`src/verilog/power_monitor_pkg.sv`:
```
// Purpose: shared constants and types of the power monitor result register set
// Assumes: 16-bit registers addressed by a 3-bit pointer over the two-wire serial port
// Notes: math follows current = shunt*cal/4096 and power = |current|*bus/5000
//
// Notes on behaviour
// - bus voltage count sits in bits 15..3; host shifts right by three
// - one shifted bus count is 4 mV; 16 V full scale is count 0FA0
// - 32 V full scale is count 1F40, still 4 mV per count
// - range select value zero picks the 16 V bus range
// - ready flag sets only after conversion and both multiplications are done
// - writing an active operating mode into configuration clears the ready flag
// - any read of the power register clears the ready flag
// - latest results stay readable regardless of the ready flag
// - overflow flag in bit 0 marks current or power calculation out of range
// - power is current magnitude times bus voltage, scaled through calibration
// - current is shunt times calibration, two's complement with sign in bit 15
// - calibration bit 0 is unused, reads zero and cannot be written
// - host writes calibration; device derives current and power scale from it
// - power, current and calibration registers reset to zero
package power_monitor_pkg;
   localparam logic [2:0] REG_CONFIG = 3'h0;
   localparam logic [2:0] REG_SHUNT = 3'h1;
   localparam logic [2:0] REG_BUS = 3'h2;
   localparam logic [2:0] REG_POWER = 3'h3;
   localparam logic [2:0] REG_CURRENT = 3'h4;
   localparam logic [2:0] REG_CAL = 3'h5;

   localparam logic [15:0] CONFIG_RESET = 16'h0007;
   localparam logic [15:0] RESULT_RESET = 16'h0000;
   localparam logic [15:0] CAL_RESET = 16'h0000;
   localparam logic [15:0] CAL_USED_MASK = 16'hFFFE;

   localparam int MODE_LSB = 0;
   localparam int RANGE_BIT = 13;
   localparam logic [2:0] MODE_POWER_DOWN = 3'h0;
   localparam logic [2:0] MODE_ADC_OFF = 3'h4;

   localparam int BUS_FIELD_LSB = 3;
   localparam int READY_BIT = 1;
   localparam int OVF_BIT = 0;
   localparam int BUS_LSB_MV = 4;
   localparam logic [12:0] FULL_SCALE_16V = 13'h0FA0;
   localparam logic [12:0] FULL_SCALE_32V = 13'h1F40;

   localparam int CURRENT_SHIFT = 12;
   localparam logic [15:0] POWER_DIVISOR = 16'h1388;

   localparam int SYNC_STAGES = 3;

   typedef struct packed {
      logic [15:0] shunt;
      logic [12:0] bus_count;
   } sample_t;
endpackage

```
`src/verilog/power_monitor_regs.sv`:
```
// Purpose: result, calibration and configuration registers with a two-wire serial slave
// Assumes: front end delivers one sample per conversion cycle on ref_clk
// Notes: samples arriving while the math runs (two cycles) are dropped
`timescale 1ns/10ps
module power_monitor_regs #(
   parameter logic [6:0] SLAVE_ADDR = 7'h40
) (
   input wire logic ref_clk,
   input wire logic reset_n,
   input wire logic sample_valid,
   input wire power_monitor_pkg::sample_t sample,
   input wire logic scl_in,
   input wire logic sda_in,
   output logic sda_out,
   output logic sda_oe_n,
   output logic [15:0] device_config
);
   typedef enum logic [6:0] {
      S_IDLE = 7'b0000001,
      S_ADDR = 7'b0000010,
      S_ADDR_ACK = 7'b0000100,
      S_RX = 7'b0001000,
      S_RX_ACK = 7'b0010000,
      S_TX = 7'b0100000,
      S_TX_ACK = 7'b1000000
   } link_state_t;

   typedef enum logic [2:0] {
      C_IDLE = 3'b001,
      C_CUR = 3'b010,
      C_PWR = 3'b100
   } calc_state_t;

   link_state_t state;
   calc_state_t calc_state;
   logic [power_monitor_pkg::SYNC_STAGES-1:0] scl_sync;
   logic [power_monitor_pkg::SYNC_STAGES-1:0] sda_sync;
   logic scl_lvl;
   logic sda_lvl;
   logic scl_q;
   logic sda_q;
   logic [3:0] bit_cnt;
   logic [7:0] shreg;
   logic read_mode;
   logic [1:0] byte_idx;
   logic [2:0] pointer;
   logic [7:0] msb_hold;
   logic [15:0] tx_word;
   logic master_ack;
   logic mode_clear;
   logic power_read;
   logic [15:0] scale_calibration;
   logic [15:0] shunt_drop_result;
   logic [12:0] bus_count_result;
   logic [15:0] power_result;
   logic [15:0] current_result;
   logic conversion_ready_flag;
   logic math_overflow_flag;
   logic commit;
   power_monitor_pkg::sample_t sample_hold;
   logic signed [32:0] cur_wide;

   wire scl_rise = scl_lvl & ~scl_q;
   wire scl_fall = ~scl_lvl & scl_q;
   wire start_seen = scl_lvl & scl_q & sda_q & ~sda_lvl;
   wire stop_seen = scl_lvl & scl_q & ~sda_q & sda_lvl;
   wire [15:0] bus_voltage_result = {bus_count_result, 1'b0,
                                     conversion_ready_flag, math_overflow_flag};

   function automatic logic [15:0] reg_read(input logic [2:0] ptr);
      unique case (ptr)
         power_monitor_pkg::REG_CONFIG: reg_read = device_config;
         power_monitor_pkg::REG_SHUNT: reg_read = shunt_drop_result;
         power_monitor_pkg::REG_BUS: reg_read = bus_voltage_result;
         power_monitor_pkg::REG_POWER: reg_read = power_result;
         power_monitor_pkg::REG_CURRENT: reg_read = current_result;
         power_monitor_pkg::REG_CAL: reg_read = scale_calibration;
         default: reg_read = 16'h0000;
      endcase
   endfunction

   // always_comb follows the registers the function reads, not only its argument;
   // a bit-select straight on a call result would not be accepted
   logic [15:0] read_word;
   always_comb begin
      read_word = reg_read(pointer);
   end

   // pins are asynchronous: three stages, a level counts once stages two and three agree
   always_ff @(posedge ref_clk) begin
      if (!reset_n) begin
         scl_sync <= '1;
         sda_sync <= '1;
         scl_lvl <= 1'b1;
         sda_lvl <= 1'b1;
         scl_q <= 1'b1;
         sda_q <= 1'b1;
      end else begin
         scl_sync <= {scl_sync[power_monitor_pkg::SYNC_STAGES-2:0], scl_in};
         sda_sync <= {sda_sync[power_monitor_pkg::SYNC_STAGES-2:0], sda_in};
         if (scl_sync[2] == scl_sync[1]) begin
            scl_lvl <= scl_sync[2];
         end
         if (sda_sync[2] == sda_sync[1]) begin
            sda_lvl <= sda_sync[2];
         end
         scl_q <= scl_lvl;
         sda_q <= sda_lvl;
      end
   end

   // serial slave: pointer byte, then MSB-first words; reads snapshot a whole word
   always_ff @(posedge ref_clk) begin
      if (!reset_n) begin
         state <= S_IDLE;
         bit_cnt <= 4'h0;
         shreg <= 8'h00;
         read_mode <= 1'b0;
         byte_idx <= 2'h0;
         pointer <= power_monitor_pkg::REG_CONFIG;
         msb_hold <= 8'h00;
         tx_word <= 16'h0000;
         master_ack <= 1'b0;
         sda_out <= 1'b0;
         sda_oe_n <= 1'b1;
         mode_clear <= 1'b0;
         power_read <= 1'b0;
         device_config <= power_monitor_pkg::CONFIG_RESET;
         scale_calibration <= power_monitor_pkg::CAL_RESET;
      end else begin
         mode_clear <= 1'b0;
         power_read <= 1'b0;
         if (start_seen) begin
            state <= S_ADDR;
            bit_cnt <= 4'h0;
            byte_idx <= 2'h0;
            sda_oe_n <= 1'b1;
         end else if (stop_seen) begin
            state <= S_IDLE;
            sda_oe_n <= 1'b1;
         end else if (scl_rise) begin
            if (state == S_ADDR || state == S_RX) begin
               shreg <= {shreg[6:0], sda_lvl};
               bit_cnt <= bit_cnt + 4'h1;
            end else if (state == S_TX_ACK) begin
               master_ack <= ~sda_lvl;
            end
         end else if (scl_fall) begin
            unique case (state)
               S_IDLE: begin
                  sda_oe_n <= 1'b1;
               end
               S_ADDR: begin
                  if (bit_cnt == 4'h8) begin
                     if (shreg[7:1] == SLAVE_ADDR) begin
                        state <= S_ADDR_ACK;
                        read_mode <= shreg[0];
                        sda_oe_n <= 1'b0;
                     end else begin
                        state <= S_IDLE;
                     end
                  end
               end
               S_ADDR_ACK: begin
                  bit_cnt <= 4'h0;
                  if (read_mode) begin
                     tx_word <= read_word;
                     power_read <= (pointer == power_monitor_pkg::REG_POWER);
                     byte_idx <= 2'h0;
                     sda_oe_n <= read_word[15];
                     bit_cnt <= 4'h1;
                     state <= S_TX;
                  end else begin
                     sda_oe_n <= 1'b1;
                     state <= S_RX;
                  end
               end
               S_RX: begin
                  if (bit_cnt == 4'h8) begin
                     state <= S_RX_ACK;
                     sda_oe_n <= 1'b0;
                     if (byte_idx == 2'h0) begin
                        pointer <= shreg[2:0];
                        byte_idx <= 2'h1;
                     end else if (byte_idx == 2'h1) begin
                        msb_hold <= shreg;
                        byte_idx <= 2'h2;
                     end else begin
                        byte_idx <= 2'h1;
                        if (pointer == power_monitor_pkg::REG_CONFIG) begin
                           device_config <= {msb_hold, shreg};
                           // power-down and converter-off leave the flag alone
                           if (shreg[2:0] != power_monitor_pkg::MODE_POWER_DOWN &&
                               shreg[2:0] != power_monitor_pkg::MODE_ADC_OFF) begin
                              mode_clear <= 1'b1;
                           end
                        end else if (pointer == power_monitor_pkg::REG_CAL) begin
                           scale_calibration <= {msb_hold, shreg} &
                                                power_monitor_pkg::CAL_USED_MASK;
                        end
                     end
                  end
               end
               S_RX_ACK: begin
                  sda_oe_n <= 1'b1;
                  bit_cnt <= 4'h0;
                  state <= S_RX;
               end
               S_TX: begin
                  if (bit_cnt == 4'h8) begin
                     sda_oe_n <= 1'b1;
                     state <= S_TX_ACK;
                  end else begin
                     sda_oe_n <= byte_idx[0] ? tx_word[3'(7 - bit_cnt)]
                                             : tx_word[4'(15 - bit_cnt)];
                     bit_cnt <= bit_cnt + 4'h1;
                  end
               end
               S_TX_ACK: begin
                  if (master_ack) begin
                     byte_idx <= {1'b0, ~byte_idx[0]};
                     sda_oe_n <= byte_idx[0] ? tx_word[15] : tx_word[7];
                     bit_cnt <= 4'h1;
                     state <= S_TX;
                  end else begin
                     state <= S_IDLE;
                  end
               end
            endcase
         end
      end
   end

   // math path
   logic signed [32:0] cur_shift;
   logic [15:0] cur_val;
   logic [15:0] cur_mag;
   logic cur_ovf;
   logic [12:0] full_scale;
   logic [12:0] bus_clamped;
   logic [28:0] pwr_wide;

   always_comb begin
      cur_shift = cur_wide >>> power_monitor_pkg::CURRENT_SHIFT;
      cur_val = cur_shift[15:0];
      cur_ovf = !((&cur_shift[32:15]) || !(|cur_shift[32:15]));
      cur_mag = cur_val[15] ? 16'(-cur_val) : cur_val;
      full_scale = device_config[power_monitor_pkg::RANGE_BIT] ?
                   power_monitor_pkg::FULL_SCALE_32V :
                   power_monitor_pkg::FULL_SCALE_16V;
      bus_clamped = (sample_hold.bus_count > full_scale) ? full_scale : sample_hold.bus_count;
      pwr_wide = 29'(({13'h0000, cur_mag} * {16'h0000, bus_clamped}) /
                     {13'h0000, power_monitor_pkg::POWER_DIVISOR});
   end

   always_ff @(posedge ref_clk) begin
      if (!reset_n) begin
         calc_state <= C_IDLE;
         sample_hold <= '0;
         cur_wide <= '0;
         commit <= 1'b0;
         shunt_drop_result <= power_monitor_pkg::RESULT_RESET;
         bus_count_result <= 13'h0000;
         power_result <= power_monitor_pkg::RESULT_RESET;
         current_result <= power_monitor_pkg::RESULT_RESET;
         math_overflow_flag <= 1'b0;
      end else begin
         commit <= 1'b0;
         unique case (calc_state)
            C_IDLE: begin
               if (sample_valid) begin
                  sample_hold <= sample;
                  calc_state <= C_CUR;
               end
            end
            C_CUR: begin
               cur_wide <= $signed(sample_hold.shunt) *
                           $signed({1'b0, scale_calibration &
                                    power_monitor_pkg::CAL_USED_MASK});
               calc_state <= C_PWR;
            end
            C_PWR: begin
               // all results land on one edge so no read sees two cycles
               shunt_drop_result <= sample_hold.shunt;
               bus_count_result <= bus_clamped;
               current_result <= cur_val;
               power_result <= pwr_wide[15:0];
               math_overflow_flag <= cur_ovf | (|pwr_wide[28:16]);
               commit <= 1'b1;
               calc_state <= C_IDLE;
            end
         endcase
      end
   end

   // a completion in the same cycle as a clear wins
   always_ff @(posedge ref_clk) begin
      if (!reset_n) begin
         conversion_ready_flag <= 1'b0;
      end else if (commit) begin
         conversion_ready_flag <= 1'b1;
      end else if (mode_clear || power_read) begin
         conversion_ready_flag <= 1'b0;
      end
   end
endmodule

```
`config.mk`:
```
export PLATFORM = sky130hd
export DESIGN_NAME = power_monitor_regs
export DESIGN_NICKNAME = d
export VERILOG_FILES = /design/src/verilog/power_monitor_pkg.sv /design/src/verilog/power_monitor_regs.sv
export SDC_FILE = /design/constraint.sdc
export NUM_CORES = 2
export LEC_CHECK = 0
export BUFFER_PORTS_ARGS = -buffer_cell sky130_fd_sc_hd__buf_4
export CAP_MARGIN = 20
export CORE_UTILIZATION = 41
export CTS_CLUSTER_DIAMETER = 50
export DETAILED_ROUTE_END_ITERATION = 10
export PLACE_DENSITY = 0.59
export SYNTH_ARGS = -nofsm -noshare
export SYNTH_HDL_FRONTEND = slang
export SYNTH_SLANG_ARGS = --single-unit
```
`constraint.sdc`:
```
create_clock -name ref_clk -period 23.3 [get_ports ref_clk]
set_input_delay 3.495 -clock ref_clk [delete_from_list [all_inputs] [get_ports ref_clk]]
set_output_delay 3.495 -clock ref_clk [all_outputs]
set_load 0.005 [all_outputs]
```
==> results.sh <==
export IMPL_port_buffers=50
export IMPL_hold_class="flip-flop to flip-flop"
export IMPL_ys_seq_area_share_pct=13.40
export IMPL_p_leak_nw=15.40
export IMPL_async_flop_share_pct=0
export IMPL_regArea_sq_mm=0.004225
export IMPL_outcome="finished, final reports clean"
export IMPL_cts_tree="yes"
export IMPL_yosys_warnings=0
export IMPL_die_w_um=279.3
export IMPL_area_delta_synth_final_pct=8.146
export IMPL_drc=0
export IMPL_worst_pin_slew_ns=1.060
export IMPL_rrSetupSlack_ns=1.36
export IMPL_gp_congestion=0.9081
export IMPL_setup_violations=0
export IMPL_grt_antenna_before_repair=1
export IMPL_synth_ff_type="dfxtp_1"
export IMPL_cpMaxStageDelayCell="or4b_4"
export IMPL_ys_ff_latch=211
export IMPL_routed_wl_um=87960
export IMPL_power_total_mw=0.9010
export IMPL_ios=52
export IMPL_cts_hold_fix_buffers=0
export IMPL_power_density_mw_per_mm2=26.42
export IMPL_grtUsageMet3_pct=2.502
export IMPL_avgSynthCellArea_sq_um=8.406
export IMPL_vias=26140
export IMPL_row_count=101
export IMPL_nFillCells=7608
export IMPL_final_nets=4315
export IMPL_grt_pass1_vias=26050
export IMPL_grt_ovfl_total=0
export IMPL_placed_cells=4711
export IMPL_cts_buffer_depth=3
export IMPL_grt_max_degree=107
export IMPL_arrival_ns=22.45
export IMPL_instances_no_fill=4773
export IMPL_drt_iter0_drc=1638
export IMPL_start_util_pct=41.45
export IMPL_final_cell_mix="530 x nand2_1, 507 x inv_1, 399 x fa_1"
export IMPL_use_met2_pct=36.89
export IMPL_slowest_delay_ns=0.58
export IMPL_maxCapViolations=0
export IMPL_core_area_sq_mm=0.07608
export IMPL_via_per_inst=5.476
export IMPL_layout_drive_gt1_share_pct=9.137
export IMPL_multi_input_area_sq_mm=0.02482
export IMPL_fmax_mhz=45.58
export IMPL_grt_usage_pct=22.98
export IMPL_detail_route_antenna_nets=0
export IMPL_htreeDepth=1
export IMPL_finalHoldViolCount=0
export IMPL_slew_violations=0
export IMPL_die_area_sq_mm=0.07802
export IMPL_grt_busiest_layer="met2"
export IMPL_cts_made_buffers=30
export IMPL_period_share_pct=94.17
export IMPL_relSlewSlack_pct=29.25
export IMPL_diodes=0
export IMPL_yosysUniqueCellTypes=143
export IMPL_fin_crit_ns=21.94
export IMPL_grt_pass1_wl_um=145000
export IMPL_die_y_um=279.3
export IMPL_final_cell_area_sq_mm=0.03410
export IMPL_worstPathMaxFanout=25
export IMPL_syn_inst=3751
export IMPL_clock_sink_count=211
export IMPL_synth_net_count=4347
export IMPL_fin_skew_ns=0.02436
export IMPL_critPathKind="flip-flop to flip-flop"
export IMPL_finish_utilization_pct=44.83
export IMPL_wl_per_cell_um=18.43
export IMPL_synth_top_cell_by_area="fa_1"
export IMPL_clk_pin_slew_worst_paths_ns=0.06
export IMPL_setup_worst_path_end_class="flip-flop"
export IMPL_cp_start_kind="flip-flop"
export IMPL_syn_cell_area_sq_mm=0.03153
export IMPL_cp_required_ns=23.81
export IMPL_clock_latency_ns=0.58
export IMPL_hpwl_um=69050
export IMPL_cts_root_buf="clkbuf_16"
export IMPL_whs_ns=0.4129
export IMPL_ir_drop_uv=52.27
export IMPL_synth_edff_count=0
export IMPL_dpl_instance_area_sq_mm=0.03283
export IMPL_synthTopCellsByArea="fa_1 25%, dfxtp_1 13%, ha_1 6.5%"
export IMPL_final_common_cell="nand2_1"
export IMPL_synth_top_area_share_pct=25.33
export IMPL_gr_usage_met1_pct=32.89
export IMPL_firstDrtPassIters=6
-- routing by layer --
metal	routed length, um	up-vias
met5	0	-
met4	2319	0
met3	4636	129
met2	40200	718
met1	40800	12850
li1	-	12450
-- repair_timing --
item | 4_1_cts | 5_1_grt
setup buffers | 0 | 5
gates resized for setup | 0 | 34
endpoints found under the hold margin | 0 | 0
endpoints found under the setup margin | 0 | 2
-- Yosys cell counts (all sizes together), types with 18 or more instances --
master,n
and3,28
buf,36
clkbuf,136
or2,18
o211ai,27
nand4,28
ha,163
a31oi,33
nor3,55
a21boi,74
nor4,20
nor2b,61
nand2b,29
and2,165
mux2i,83
nor2,246
nand3,52
o21a,22
dfxtp,211
a211oi,35
o31a,18
o21ai,130
or3,20
nand2,532
xor2,62
a21o,25
xnor2,83
o211a,44
inv,508
fa,399
a21oi,138
-- stage by stage --
step	worst slack (ns)	setup TNS [ns]
after floorplan	3.442	0
after global placement	0.5242	0
after detailed placement	0.3271	0
after CTS	0.2099	0
after global routing	-0.03381	-0.03381
final	1.359	0
-- logic make-up after synthesis --
kind of cell	count (synthesis)	synth area share, %
fa+ha+maj	566	31.93
mux	115	4.408
xor+xnor	145	4.289
simple gates	1303	19.95
other cells	1	0.01189
buf+inv	680	8.515
flops	211	13.40
compound gates	730	17.50
-- worst paths after layout --
kind / start / end / cells after the start
setup / recovery: device_config[13] / power_result[0] / 73
hold / removal: scl_sync[0] / scl_sync[1] / 1
setup reg to reg: device_config[13] / power_result[0] / 73
hold reg to reg: scl_sync[0] / scl_sync[1] / 1
-- area by class of cell --
class                      instances  share of cell area [%]
clock buffer                      39                   2.418
clock inverter                    17                  0.6421
multi-input combinational       2860                   72.78
timing repair buffer             108                   2.400
inverter                         508                   5.592
tap                             1030                   3.779
sequential                       211                   12.39
-- flip-flops by register name, indices dropped and copies added, names as in the netlist, 3 cells and up --
name / count
state: 7
scale_calibration: 15
sda_sync: 3
bit_cnt: 4
scl_sync: 3
device_config: 16
shreg: 8
msb_hold: 8
sample_hold: 29
shunt_drop_result: 16
power_result: 16
current_result: 16
calc_state: 3
pointer: 3
cur_wide: 21
tx_word: 16
bus_count_result: 13
-- power breakdown --
| part | leakage [nW] | internal (mW) | switching [mW] | total, mW |
|---|---|---|---|---|
| Combinational | 13.2 | 0.0158 | 0.0421 | 0.0579 |
| Clock | 0.511 | 0.288 | 0.185 | 0.473 |
| Sequential | 1.71 | 0.366 | 0.00441 | 0.370 |
-- worst max-delay path: cells and delay by family (launching register included) --
| family | cells | cell delay (ns) |
|---|---|---|
| compound gates | 34 | 10.25 |
| simple gates | 21 | 5.86 |
| fa+ha+maj | 7 | 3.40 |
| mux | 3 | 0.91 |
| xor+xnor | 3 | 0.61 |
| flops | 1 | 0.43 |
| buf+inv | 5 | 0.35 |
Power figures use the tool's default switching activity.
